File: src/core/fbp_pkg.sv
// package for the flash protection and command framing ends
package fbp_pkg;
  // density variants
  localparam logic fbp_dens_1m = 1'b0;
  localparam logic fbp_dens_512k = 1'b1;
  localparam logic [23:0] fbp_top_1m = 24'h01ffff;
  localparam logic [23:0] fbp_top_512k = 24'h00ffff;
  // erase granularities
  localparam logic [23:0] fbp_sector_mask = 24'h000fff;
  localparam logic [23:0] fbp_blk32_mask = 24'h007fff;
  localparam logic [23:0] fbp_blk64_mask = 24'h00ffff;
  // command codes used by the framing logic
  localparam logic [7:0] fbp_cmd_read = 8'h03;
  localparam logic [7:0] fbp_cmd_fread = 8'h0b;
  localparam logic [7:0] fbp_cmd_rdsr = 8'h05;
  localparam logic [7:0] fbp_cmd_wren = 8'h06;
  localparam logic [7:0] fbp_cmd_wrdi = 8'h04;
  localparam logic [7:0] fbp_cmd_wrsr = 8'h01;
  localparam logic [7:0] fbp_cmd_pp = 8'h02;
  localparam logic [7:0] fbp_cmd_se = 8'h20;
  localparam logic [7:0] fbp_cmd_be32 = 8'h52;
  localparam logic [7:0] fbp_cmd_be64 = 8'hd8;
  localparam logic [7:0] fbp_cmd_ce = 8'h60;
  localparam logic [7:0] fbp_cmd_ce2 = 8'hc7;
  // status register fields
  localparam int fbp_st_busy = 0;
  localparam int fbp_st_write_en = 1;
  localparam int fbp_st_bp_lo = 2;
  localparam int fbp_st_invert = 7;
  // busy time of a write operation in system clocks
  localparam int fbp_busy_cycles = 64;
  // host half period of sclk in system clocks (80 ns); must cover the
  // round trip through both three-stage synchronisers plus the output register
  localparam int fbp_half_cycles = 8;
  localparam logic [3:0] fbp_half_cnt = 4'(fbp_half_cycles - 1);
  // host command register offsets (axi4-lite byte addresses)
  localparam logic [3:0] fbp_reg_ctrl = 4'h0;
  localparam logic [3:0] fbp_reg_tx = 4'h4;
  localparam logic [3:0] fbp_reg_rx = 4'h8;
  localparam logic [3:0] fbp_reg_stat = 4'hc;
  localparam int fbp_ctrl_go = 0;
  localparam int fbp_ctrl_cpol = 1;
  localparam int fbp_ctrl_len_lo = 8;
  localparam logic [1:0] fbp_resp_okay = 2'b00;
  localparam logic [1:0] fbp_resp_slverr = 2'b10;
endpackage

File: src/core/fbp_link_if.sv
// serial link between host controller and flash device
`timescale 1ns/1ps
interface fbp_link_if;
  logic sclk;
  logic cs_n;
  logic si;
  logic so_out;
  logic so_oe;
  logic so;
  assign so = so_oe ? so_out : 1'b1;
  modport host (output sclk, output cs_n, output si, input so);
  modport dev (input sclk, input cs_n, input si, output so_out, output so_oe);
endinterface

File: src/core/fbp_flash_dev.sv
// flash device end: protection decode and command framing
//
// Chosen here: the AXI4-Lite interface to the registers and the register offsets.
`timescale 1ns/1ps
// Summary of operation
// 1M, invert, top clear: half or all
// 1M, invert, top set: grow from zero
// 1M, invert, bottom set: start to top
// 512K plain top set: protect array top
// 512K plain bottom set: protect array bottom
// 512K invert: from zero, or all/none
// 512K invert bottom: start to top
// drop erase/program touching protected range
// sectors, 32K and 64K blocks aligned
// unknown code: standby until next select
// standby keeps data output released
// known code: active until select rises
// sample rising sclk, shift falling; modes 0,3
// read data follows command, stop anytime
// write commands must end on byte boundary
// ignore array access while busy
// host polls status before commanding; the bench waits on the busy output instead
// protected region readable, never changed
// write enable latch gates data changes
// range decoded combinationally from static variant
// select rising clears counter and framing
module fbp_flash_dev #(
  parameter logic density = fbp_pkg::fbp_dens_1m,
  parameter int busy_cycles = fbp_pkg::fbp_busy_cycles
) (
  input wire logic clk_sys,
  input wire logic rst_n,
  fbp_link_if.dev link,
  output logic busy,
  output logic write_enable_latch,
  output logic op_pulse,
  output logic [1:0] op_kind,
  output logic [23:0] op_addr,
  output logic [23:0] op_mask,
  output logic op_reject
);
  typedef enum logic [1:0] {fbp_st_idle, fbp_st_cmd, fbp_st_active, fbp_st_standby} fbp_frm_type;
  typedef struct packed {
    logic [2:0] sclk_s;
    logic [2:0] cs_s;
    logic [2:0] si_s;
    logic sclk_q;
    logic cs_q;
    fbp_frm_type frm;
    logic [5:0] bits;
    logic [7:0] cmd;
    logic [23:0] addr;
    logic [7:0] shout;
    logic so_out;
    logic so_oe;
    logic wr_latch;
    logic [4:0] bp;
    logic prot_inv;
    logic [7:0] sr_new;
    logic [15:0] busy_cnt;
    logic busy;
    logic op_pulse;
    logic [1:0] op_kind;
    logic [23:0] op_addr;
    logic [23:0] op_mask;
    logic op_reject;
  } fbp_dev_type;
  fbp_dev_type st;
  fbp_dev_type next_st;
  logic [23:0] prot_lo;
  logic [23:0] prot_hi;
  logic prot_any;
  logic [23:0] top;
  logic [23:0] sz;
  // protected range from protect and invert bits
  always_comb begin
    logic protect_sel_top;
    logic protect_from_bottom;
    logic [2:0] code;
    protect_sel_top = st.bp[4];
    protect_from_bottom = st.bp[3];
    code = st.bp[2:0];
    top = (density == fbp_pkg::fbp_dens_1m) ? fbp_pkg::fbp_top_1m : fbp_pkg::fbp_top_512k;
    sz = 24'h000000;
    prot_any = 1'b0;
    prot_lo = 24'h000000;
    prot_hi = top;
    case (code)
      3'b001: sz = 24'h001000;
      3'b010: sz = 24'h002000;
      3'b011: sz = 24'h004000;
      3'b100, 3'b101, 3'b110: sz = 24'h008000;
      default: sz = 24'h000000;
    endcase
    if (!protect_sel_top) begin
      if (density == fbp_pkg::fbp_dens_1m) begin
        // halves of the 128KB array
        if (st.prot_inv) begin
          prot_any = !code[1];
          if (code[0] && !protect_from_bottom) prot_hi = 24'h00ffff;
          if (code[0] && protect_from_bottom) prot_lo = 24'h010000;
        end else begin
          prot_any = code[1] | code[0];
          if (!code[1] && code[0] && !protect_from_bottom) prot_lo = 24'h010000;
          if (!code[1] && code[0] && protect_from_bottom) prot_hi = 24'h00ffff;
        end
      end else begin
        prot_any = st.prot_inv ? !code[0] : code[0];
      end
    end else if (code == 3'b000) begin
      prot_any = st.prot_inv; // all under invert
    end else if (code == 3'b111) begin
      prot_any = !st.prot_inv;
    end else if (st.prot_inv) begin
      prot_any = 1'b1;
      if (protect_from_bottom) prot_lo = sz; // start to top
      else prot_hi = top - sz; // grow from zero
    end else begin
      prot_any = 1'b1;
      if (protect_from_bottom) prot_hi = sz - 24'h000001; // bottom
      else prot_lo = top - sz + 24'h000001; // top
    end
  end
  // framing, command decode and write checks
  always_comb begin
    logic rise;
    logic fall;
    logic cs_hi;
    logic cs_lo;
    logic [23:0] lo;
    logic [23:0] hi;
    logic known;
    logic is_wr;
    next_st = st;
    next_st.sclk_s = {st.sclk_s[1:0], link.sclk};
    next_st.cs_s = {st.cs_s[1:0], link.cs_n};
    next_st.si_s = {st.si_s[1:0], link.si};
    if (st.sclk_s[2] == st.sclk_s[1]) next_st.sclk_q = st.sclk_s[2];
    if (st.cs_s[2] == st.cs_s[1]) next_st.cs_q = st.cs_s[2];
    rise = (st.sclk_s[2] == st.sclk_s[1]) && st.sclk_s[2] && !st.sclk_q;
    fall = (st.sclk_s[2] == st.sclk_s[1]) && !st.sclk_s[2] && st.sclk_q;
    cs_hi = (st.cs_s[2] == st.cs_s[1]) && st.cs_s[2] && !st.cs_q;
    cs_lo = (st.cs_s[2] == st.cs_s[1]) && !st.cs_s[2] && st.cs_q;
    next_st.op_pulse = 1'b0;
    next_st.op_reject = 1'b0;
    known = 1'b0;
    is_wr = 1'b0;
    lo = 24'h000000;
    hi = 24'h000000;
    if (st.busy) begin
      if (st.busy_cnt == 16'h0000) begin
        next_st.busy = 1'b0;
        if (st.op_kind == 2'd3) begin
          {next_st.prot_inv, next_st.bp} = {st.sr_new[7], st.sr_new[6:2]};
        end
      end else begin
        next_st.busy_cnt = st.busy_cnt - 16'h0001;
      end
    end
    if (cs_lo) begin
      next_st.frm = fbp_st_cmd;
      next_st.bits = 6'd0;
    end else if (cs_hi) begin
      // chip select rising ends the frame
      next_st.so_oe = 1'b0;
      if (st.frm == fbp_st_active && !st.busy && st.bits[2:0] == 3'd0) begin
        case (st.cmd)
          fbp_pkg::fbp_cmd_wren: next_st.wr_latch = 1'b1;
          fbp_pkg::fbp_cmd_wrdi: next_st.wr_latch = 1'b0;
          fbp_pkg::fbp_cmd_wrsr, fbp_pkg::fbp_cmd_pp, fbp_pkg::fbp_cmd_se,
          fbp_pkg::fbp_cmd_be32, fbp_pkg::fbp_cmd_be64, fbp_pkg::fbp_cmd_ce,
          fbp_pkg::fbp_cmd_ce2: is_wr = 1'b1; // only data-changing commands
          default: is_wr = 1'b0; // reads leave the array and latch alone
        endcase
      end
      if (is_wr && st.wr_latch && st.bits >= 6'd8) begin
        next_st.op_pulse = 1'b1;
        lo = 24'h000000;
        hi = top;
        next_st.op_kind = 2'd0;
        case (st.cmd)
          fbp_pkg::fbp_cmd_se: begin lo = st.addr & ~fbp_pkg::fbp_sector_mask;
            hi = lo | fbp_pkg::fbp_sector_mask; next_st.op_kind = 2'd1; end
          fbp_pkg::fbp_cmd_be32: begin lo = st.addr & ~fbp_pkg::fbp_blk32_mask;
            hi = lo | fbp_pkg::fbp_blk32_mask; next_st.op_kind = 2'd1; end
          fbp_pkg::fbp_cmd_be64: begin lo = st.addr & ~fbp_pkg::fbp_blk64_mask;
            hi = lo | fbp_pkg::fbp_blk64_mask; next_st.op_kind = 2'd1; end
          fbp_pkg::fbp_cmd_pp: begin lo = st.addr; hi = st.addr; next_st.op_kind = 2'd2; end
          fbp_pkg::fbp_cmd_wrsr: next_st.op_kind = 2'd3;
          default: next_st.op_kind = 2'd0; // chip erase
        endcase
        next_st.op_addr = lo;
        next_st.op_mask = hi - lo;
        // any erase or program overlap with the protected range is dropped, status write exempt
        if (st.cmd != fbp_pkg::fbp_cmd_wrsr && prot_any && lo <= prot_hi && hi >= prot_lo) begin
          next_st.op_pulse = 1'b0;
          next_st.op_reject = 1'b1;
        end else begin
          next_st.busy = 1'b1;
          next_st.busy_cnt = 16'(busy_cycles - 1);
        end
        next_st.wr_latch = 1'b0;
      end else if (is_wr) begin
        next_st.op_reject = 1'b1;
      end
      next_st.frm = fbp_st_idle;
      next_st.bits = 6'd0;
    end else if (rise && st.frm != fbp_st_idle && st.frm != fbp_st_standby) begin
      if (st.bits != 6'd63) next_st.bits = st.bits + 6'd1;
      if (st.bits < 6'd8) next_st.cmd = {st.cmd[6:0], st.si_s[2]};
      else if (st.bits < 6'd32) next_st.addr = {st.addr[22:0], st.si_s[2]};
      if (st.bits >= 6'd8 && st.bits < 6'd16) next_st.sr_new = {st.sr_new[6:0], st.si_s[2]};
      if (st.bits == 6'd7) begin
        case ({st.cmd[6:0], st.si_s[2]})
          fbp_pkg::fbp_cmd_read, fbp_pkg::fbp_cmd_fread, fbp_pkg::fbp_cmd_rdsr,
          fbp_pkg::fbp_cmd_wren, fbp_pkg::fbp_cmd_wrdi, fbp_pkg::fbp_cmd_wrsr,
          fbp_pkg::fbp_cmd_pp, fbp_pkg::fbp_cmd_se, fbp_pkg::fbp_cmd_be32,
          fbp_pkg::fbp_cmd_be64, fbp_pkg::fbp_cmd_ce, fbp_pkg::fbp_cmd_ce2: known = 1'b1;
          default: known = 1'b0;
        endcase
        next_st.frm = known ? fbp_st_active : fbp_st_standby;
        next_st.shout = {st.prot_inv, st.bp, st.wr_latch, st.busy};
      end
    end else if (fall && st.frm == fbp_st_active && st.bits >= 6'd8) begin
      // status read shifts out after the command
      if (st.cmd == fbp_pkg::fbp_cmd_rdsr) begin
        next_st.so_oe = 1'b1;
        next_st.so_out = st.shout[7];
        next_st.shout = {st.shout[6:0], st.shout[7]};
      end
    end
    if (next_st.frm == fbp_st_standby) next_st.so_oe = 1'b0;
    if (!rst_n) begin
      next_st = '0;
      next_st.cs_s = 3'b111;
      next_st.cs_q = 1'b1;
      next_st.frm = fbp_st_idle;
    end
  end
  always_ff @(posedge clk_sys) begin
    st <= next_st;
  end
  assign link.so_out = st.so_out;
  assign link.so_oe = st.so_oe;
  assign busy = st.busy;
  assign write_enable_latch = st.wr_latch;
  assign op_pulse = st.op_pulse;
  assign op_kind = st.op_kind;
  assign op_addr = st.op_addr;
  assign op_mask = st.op_mask;
  assign op_reject = st.op_reject;
endmodule

File: src/flat_wrapper.sv
// flat-port wrapper written by rule: the top's interface ports become plain ports
module fbp_flash_dev_flat 
#(
  parameter logic density = fbp_pkg::fbp_dens_1m,
  parameter int busy_cycles = fbp_pkg::fbp_busy_cycles
)
  (clk_sys, rst_n, busy, write_enable_latch, op_pulse, op_kind, op_addr, op_mask, op_reject, link_sclk, link_cs_n, link_si, link_so_out, link_so_oe);
  fbp_link_if link_i ();
  input wire logic clk_sys;
  input wire logic rst_n;
  output logic busy;
  output logic write_enable_latch;
  output logic op_pulse;
  output logic [1:0] op_kind;
  output logic [23:0] op_addr;
  output logic [23:0] op_mask;
  output logic op_reject;
  input wire logic [$bits(link_i.sclk)-1:0] link_sclk;
  input wire logic [$bits(link_i.cs_n)-1:0] link_cs_n;
  input wire logic [$bits(link_i.si)-1:0] link_si;
  output wire logic [$bits(link_i.so_out)-1:0] link_so_out;
  output wire logic [$bits(link_i.so_oe)-1:0] link_so_oe;
  assign link_i.sclk = link_sclk;
  assign link_i.cs_n = link_cs_n;
  assign link_i.si = link_si;
  assign link_so_out = link_i.so_out;
  assign link_so_oe = link_i.so_oe;
  fbp_flash_dev #(.density(density), .busy_cycles(busy_cycles)) u_core (.clk_sys(clk_sys), .rst_n(rst_n), .link(link_i), .busy(busy), .write_enable_latch(write_enable_latch), .op_pulse(op_pulse), .op_kind(op_kind), .op_addr(op_addr), .op_mask(op_mask), .op_reject(op_reject));
endmodule
File: config.mk
export PLATFORM = sky130hd
export DESIGN_NAME = fbp_flash_dev_flat
export DESIGN_NICKNAME = d
export VERILOG_FILES = /design/src/core/fbp_pkg.sv /design/src/core/fbp_link_if.sv /design/src/core/fbp_flash_dev.sv /design/src/flat_wrapper.sv
export SDC_FILE = /design/constraint.sdc
export NUM_CORES = 1
export LEC_CHECK = 0
export ABC_CLOCK_PERIOD_IN_PS = 8000
export BUFFER_PORTS_ARGS = -buffer_cell sky130_fd_sc_hd__buf_2
export CORE_MARGIN = 10
export CORE_UTILIZATION = 30
export DETAILED_ROUTE_END_ITERATION = 10
export PLACE_DENSITY = 0.47
export SLEW_MARGIN = 25
export SYNTH_ARGS = -nofsm -noshare
export SYNTH_HDL_FRONTEND = slang
export SYNTH_SLANG_ARGS = --single-unit
File: constraint.sdc
create_clock -name clk_sys -period 8 [get_ports clk_sys]
set_input_delay 0.8 -clock clk_sys [delete_from_list [all_inputs] [get_ports clk_sys]]
set_output_delay 0.8 -clock clk_sys [all_outputs]
set_load 0.02 [all_outputs]
# [Word level (Yosys, flattened, before mapping)]
# Cells that the tools add are included.
# Widths: inputs -> output; s select.
[totals] ff_bits=145 latch_bits=0 ram_bits=0 romBits=0 inputBits=5 out_inout_bits=56 elab_cells=213 memories=0
[classes] addsub=6 n_mul=0 n_div=0 order_cmp=6 n_eq_ne=40 shifts=0 n_mux=70 bitwise_logic=7 reduce_logical=61
[ops] op="$mux 24" n=22
[ops] op="$pmux 24 s4" n=2
[ops] op="$mux 69" n=2
[ops] op="$mux 17" n=6
[ops] op="$mux 68" n=1
[ops] op="$pmux 16 s4" n=1
[ops] op="$eq 8x3->1 const B" n=6
[ops] op="$mux 40" n=1
[ops] op="$mux 8" n=5
[ops] op="$eq 8x7->1 const B" n=4
[ops] op="$eq 8x8->1 const B" n=4
[ops] op="$logic_and 1x1->1" n=25
[ops] op="$add 24x1->24 const B" n=1
[ops] op="$eq 8x2->1 const B" n=3
[ops] op="$ge 24x24->1" n=1
[ops] op="$le 24x24->1" n=1
[ops] op="$sub 24x24->24" n=1
[ops] op="$mux 1" n=23
[ops] op="$mux 10" n=2
[ops] op="$sub 17x16->18 const A" n=1
[ops] op="$sub 16x1->17 const B" n=1
[ops] op="$eq 8x1->1 const B" n=2
[ops] op="$eq 8x6->1 const B" n=2
[ops] op="$logic_not 16->1" n=1
[ops] op="other kinds (37)" n=72

# [Depth between registers and ports, before layout]
# Gate-level depths: netlist of run 1.
[depth] depth_word=18 mapped_depth=17 mapped_depth_nobuf=16

# [Least setup slack after synthesis of run 1]
# Ideal clock, no wire load.
[synth_timing] kind="reg2reg" startpoint="reg u_core.st[121] in the netlist's numbering" endpoint="reg u_core.st (netlist bit u_core.op_mask[16])" arrival_ns=3.711 required_time_ns=7.926 path_slack_ns=4.215 path_stages_with_launch=16 n_path_buf=4 cell_sequence="dfxtp_1 -> buf_6 -> nor4_4 -> nor3b_2 -> buf_4 -> clkbuf_1 -> clkbuf_1 -> nand2_1 -> ha_1 -> a211oi_1 -> o21bai_1 -> a211oi_1 -> a21oi_1 -> a221o_1 -> a211o_1 -> a31oi_1"
[synth_between] elab_chain_cells=9 word_cells_on_any_way=24
[synth_rtl] item="start: declaration" line="fbp_flash_dev.sv:68" source="fbp_dev_type st;"
[synth_rtl] item="start signal: assignment" line="fbp_flash_dev.sv:241" source="st <= next_st;"
[synth_rtl] item="parallel branches: the longest is 9 deep, another holds $sub 24x24->24"
# Parallel ways; which one is timed is not known. The select of a mux whose other input is x is not followed.
# A chain may end at the register's enable or synchronous reset.

# [Final worst setup path of run 1]
[layout_timing] startpoint="reg u_core.st[119] in the netlist's numbering" endpoint="reg u_core.st (netlist bit u_core.op_mask[16])"
# The elaborated chain is that of the path after synthesis.

==> flow_summary.toml, run 1 <==
[layout]
final_nets = 1027
areaGrowthSynthToFinish_pct = 9.51
drive_gt1_share_pct = 12.1
post-route-util_pct = 33.5
nFillCells = 2817
regArea_um2 = 2900
final_cells = 1331
antennaDiodeCount = 0
multiInputGateArea_um2 = 4670

[floorplan]
core_area_um2 = 27000
die_area_um2 = 34500
io_pins = 61
rows = 60
die_h_um = 186
die_x_um = 186
start_util_pct = 30.6

[grt]
gr-total-overflow = 0
grt_pass1_vias = 6119
grt_max_degree = 88
grt.total_usage_pct = 11.6
grt_pass1_wl_um = 32300
antenna_found_initial = 0

[critical_path]
cp.arrival_ns = 4.61
critPathLaunchType = "flop"
critPathRequiredTime_ns = 8.34
crit_type = "reg -> reg"
path_max_fanout = 38
end_kind = "flop"

[timing]
max_slew.worst_pin.slew_ns = 0.970
drv_slew = 0
worst_slack_ns = 3.74
finalHoldViolCount = 0
hold_ws_ns = 0.413
rsz0062_at_grt = "false"
fmax_mhz = 235
finalCritPeriodShare_pct = 53.3
finClkSkew_ns = 0.0105
finalCriticalPeriod_ns = 4.26
relSlewSlack_pct = 35.4
setup_viol = 0
setup_tns_ns = 0

[place]
placed_cells = 1299
port_buffers = 60
gp_congestion = 0.810
dpl.hpwl_um = 13900
dp_slack_ns = 3.70

[outcome]
status = "completed"

[yosys]
synthAdderAreaFrac_pct = 6.93
syn_inst = 995
synth-simple-area-share_pct = 26.6
synth_cell_types = 71
yosysSeqAreaShare_pct = 35.2
synth_edf_count = 0
yosysWarningCount = 0
synth_area_um2 = 8240
synth_nets = 1045
postSynthAreaPerCell_um2 = 8.28
synth_xor_area_share_pct = 3.40
synth_seq_cells = 145
synthFlopType = "dfxtp_1"
synth_top_family_by_area = "simple AND/OR/NAND/NOR gates"
muxShareOfSynthArea_pct = 3.89
synth_compound_area_share_pct = 15.5
synth_async_sr_flop_share_pct = 0

[cts]
postCtsHoldBufs = 0
postCtsSetupBuffers = 0
clock_path_buffers = 2
cts_resized = 0
clk_pin_slew_worst_paths_ns = 0.07
insertion_delay_ns = 0.42
h-tree-depth = 4
cts_tree = "yes"
cts.sinks = 145
cts_made_buffers = 17
clock-root-buffer = "clkbuf_16"

[routing]
firstDrtPassIters = 5
drtIter0Drc = 377
vias_per_cell = 4.79
vias = 6377
drc = 0
wirelength_um = 19500
antenna_left = 0
wl_per_cell_um = 14.7

[flow_run]
max_cap_violations = 0

[power_and_ir_drop]
vdd_drop_max_v = 0.000149
p_per_area_nw_per_um2 = 173
leakagePower_uw = 0.00361

[min_path]
hold_path.class = "reg -> reg"
## cells in the mapped netlist, types with 3 or more instances
cell       number  area [µm²]
nand2b_1       29         181
xnor2_1        20         175
a21o_1          9        67.6
o21ai_0        15        75.1
buf_4          52         390
buf_2          12        60.1
and2_1         17         106
o21a_1          7        52.6
a31oi_1         8        50.1
nor2_1         63         236
a21boi_2        5        56.3
nand2_1       172         646
dfxtp_1       145        2900
o211a_1         3        30.0
or3_1           6        37.5
nor4_1          6        37.5
o21bai_1        3        22.5
nor2b_1        43         269
nand4_1        16         100
mux2i_1        32         320
ha_1           44         551
a21boi_1        7        52.6
xor2_1         12         105
nand3b_1        6        45.0
a21oi_1        26         130
a22o_1          8        70.1
nor3b_1         4        30.0
nand3_1        35         175
a21boi_0       55         413
clkbuf_1       37         139
o2111ai_1       3        26.3
nor3_1         19        95.1
inv_1          22        82.6
a211o_1         3        26.3
## stage by stage
step	total power, µW	area (µm²)
final	1560	9020
after global routing	1620	9020
after CTS	1590	9020
after detailed placement	767	8420
after global placement	767	8420
after floorplan	761	8240
## layout make-up
type,instances,area share (%)
inverters,22,0.915
clock inverters,13,1.68
clock buffers,19,4.91
flip-flops and latches,145,32.2
well taps,341,4.73
repair buffers,66,3.86
multi-input cells,725,51.7
## flip-flops by register name (all words and copies together) (netlist names)
name,count
u_core.write_enable_latch,1
u_core.op_addr,24
u_core.op_pulse,1
u_core.busy,1
u_core.op_reject,1
u_core.st,89
u_core.op_mask,24
u_core.link.so_out,1
u_core.link.so_oe,1
u_core.op_kind,2
## cell usage in the layout, fill, tap and decap left out, types with 18 or more instances in the layout
cell type,n
a21boi_0,55
a21oi_1,26
buf_2,59
dfxtp_1,145
ha_1,44
inv_1,22
mux2i_1,32
nand2_1,171
nand2b_1,29
nand3_1,35
nor2_1,63
nor2b_1,43
nor3_1,18
xnor2_1,20
## per-layer routing
| layer | GRT usage [%] | part of all wire (%) |
|---|---|---|
| met1 | 15.8 | 51 |
| met2 | 18.2 | 45 |
| met3 | 2.38 | 3.4 |
| met4 | 2.97 | 0.76 |
| met5 | 0 | 0 |
## critical path: stages (launching register included)
cell and delay [ns]:
dfxtp_1 0.63, nand2b_1 0.21, nor3b_4 0.21, buf_4 0.36, and2_1 0.21, ha_1 0.17, inv_1 0.05, fa_1 0.41
a211oi_1 0.29, o21bai_1 0.17, a211oi_1 0.40, a21oi_1 0.22, a221o_1 0.42, a211o_1 0.30, a31oi_1 0.12
## kinds of logic after synthesis
logic type	Yosys count
simple gates	440
compound gates	175
flops	145
buf+inv	125
fa+ha+maj	45
xor+xnor	32
mux	32
other cells	1
## worst paths after layout
| kind | startpoint | to | slack, ns | depth (start not counted) |
|---|---|---|---|---|
| max reg2reg | u_core.st[119] | u_core.op_mask[16] | 3.74 | 14 |
| min | u_core.st[139] | u_core.st[140] | 0.41 | 1 |
| min reg2reg | u_core.st[139] | u_core.st[140] | 0.41 | 1 |
| max | u_core.st[119] | u_core.op_mask[16] | 3.74 | 14 |
## where the power goes
group | internal [µW] | switching (µW)
Combinational | 10.7 | 13.9
Clock | 474 | 338
Sequential | 724 | 1.16
Power figures use the tool's default switching activity.
==> run 2, diff against run 1 <==
Settings changed: ABC_CLOCK_PERIOD_IN_PS 8000 to 3900, PLACE_DENSITY 0.47 to 0.48.
Clock period 8 ns to 3.9 ns, I/O delays scaled along.
==> run 2 against run 1 <==
  * Global-route usage increased by 0.12 points
  * Sequential power increased by 110%
  * Final area increased by 1.6%
  * Flip-flop and latch count unchanged
  * Non-clock buffer count increased by 20
  * Sequential share of layout area decreased by 0.50 points
  * Clock skew about the same
  * Combinational power increased by 110%
  * Fmax increased by 18%
  * Power increased by 100%
  * Clock-buffer cell count decreased by 1
  * Worst setup slack got worse by 3.5 ns
  * Largest cell class unchanged
==> flow_summary.toml, run 2 (synthesis gave the netlist of run 1 again) <==
[outcome]
status = "completed"

[min_path]
hold_path.class = "in -> reg"
hold_path_depth = 2

[layout]
nFillCells = 2836
drive_gt1_share_pct = 14.1
areaGrowthSynthToFinish_pct = 11.2
antennaDiodeCount = 0
multiInputGateArea_um2 = 4670
final_nets = 1047
post-route-util_pct = 34.0
regArea_um2 = 2900
final_cell_mix = "nand2_1, dfxtp_1, nor2_1"
final_common_cell = "nand2_1"
final_cells = 1351
largest_register_ffs = 89
top_register = "u_core.st"

[cts]
cts_tree = "yes"
clk_pin_slew_worst_paths_ns = 0.07
h-tree-depth = 4
cts.sinks = 145
insertion_delay_ns = 0.42
clock_path_buffers = 2
cts_made_buffers = 17
postCtsHoldBufs = 0
clock-root-buffer = "clkbuf_16"

[critical_path]
rr_worst_depth = 13
path_max_fanout = 10
cp_cell_sequence = "nor3b_1 -> and3_1 -> nand4bb_1 -> buf_4 -> and2_1 -> ha_1 -> nand2_1 -> nor2_1 -> nand3b_1 -> or4_4 -> a211oi_4 -> or2b_4 -> a21boi_2"
max_stage_delay_ns = 0.48
crit_slowest_cell = "dfxtp_1"
cp.arrival_ns = 3.94
crit_buf_inv = 1
critPathLaunchType = "flop"
critPathRequiredTime_ns = 4.21
crit_type = "reg -> reg"
crit_family = "simple AND/OR/NAND/NOR gates"
cp.depth = 13
end_kind = "flop"

[routing]
drtIter0Drc = 383
drc = 0
wl_per_cell_um = 14.7
firstDrtPassIters = 6
antenna_left = 0
vias = 6439
wirelength_um = 19800
vias_per_cell = 4.77

[place]
port_buffers = 60
dpl.hpwl_um = 14200
gp_congestion = 0.789
placed_cells = 1319

[grt]
grt_pass1_vias = 6110
grt_pass1_wl_um = 32600
grt_max_degree = 94
grt.total_usage_pct = 11.7
antenna_found_initial = 0
gr-total-overflow = 0

[timing]
relSlewSlack_pct = 31.4
setup_tns_ns = 0
hold_ws_ns = 0.147
finClkSkew_ns = 0.0105
rsz0062_at_grt = "false"
finalHoldViolCount = 0
max_slew.worst_pin.slew_ns = 1.03
finalCriticalPeriod_ns = 3.62
drv_slew = 0
setup_viol = 0
finalCritPeriodShare_pct = 92.9
fmax_mhz = 276

[floorplan]
core_area_um2 = 27000
rows = 60
die_area_um2 = 34500
start_util_pct = 30.6
io_pins = 61
die_x_um = 186
die_h_um = 186

[power_and_ir_drop]
p_per_area_nw_per_um2 = 344
vdd_drop_max_v = 0.000277
power.total_uw = 3150
leakagePower_uw = 0.00371

[flow_run]
max_cap_violations = 0
-- run 2: worst paths after layout --
path / from / endpoint / slack, ns
worst max-delay path: u_core.st[122] / u_core.st[57] / 0.28
worst min-delay path: link_cs_n / u_core.st[139] / 0.15
worst max register to register: u_core.st[122] / u_core.st[57] / 0.28
worst min register to register: u_core.st[139] / u_core.st[140] / 0.41
-- run 2: what timing repair did --
| item | CTS | global route |
|---|---|---|
| buffers inserted | 0 | 0 |
| endpoints found under the setup margin | 0 | 4 |
| gates resized for setup | 0 | 2 |
-- run 2: power by group --
group	switching, µW	total [µW]	leakage [µW]	internal [µW]
Clock	672	1610	0.000280	940
Sequential	2.32	1490	0.00117	1490
Combinational	29.0	51.5	0.00226	22.5
-- run 2: final cells by class --
class                   count  area share (%)
inverters                  22           0.901
well taps                 341            4.66
multi-input cells         725            51.0
clock inverters            14            1.53
clock buffers              18            4.68
repair buffers             86            5.57
flip-flops and latches    145            31.7
-- run 2: metal layers --
metal  track usage (%)  vias up  routed length, µm
met5                 0        -                  0
li1                  -     3360                  -
met4              2.84        0                195
met1              15.7     2990              10000
met3              2.65       14                630
met2              18.5       75               8980
-- run 2: through the flow --
| stage | instance area, µm² | setup WS (ns) |
|---|---|---|
| floorplan | 8240 | 0.115 |
| global placement | 8580 | 0.218 |
| detailed placement | 8580 | 0.170 |
| CTS | 9150 | 0.123 |
| global route | 9160 | 0.00779 |
| finish | 9160 | 0.275 |
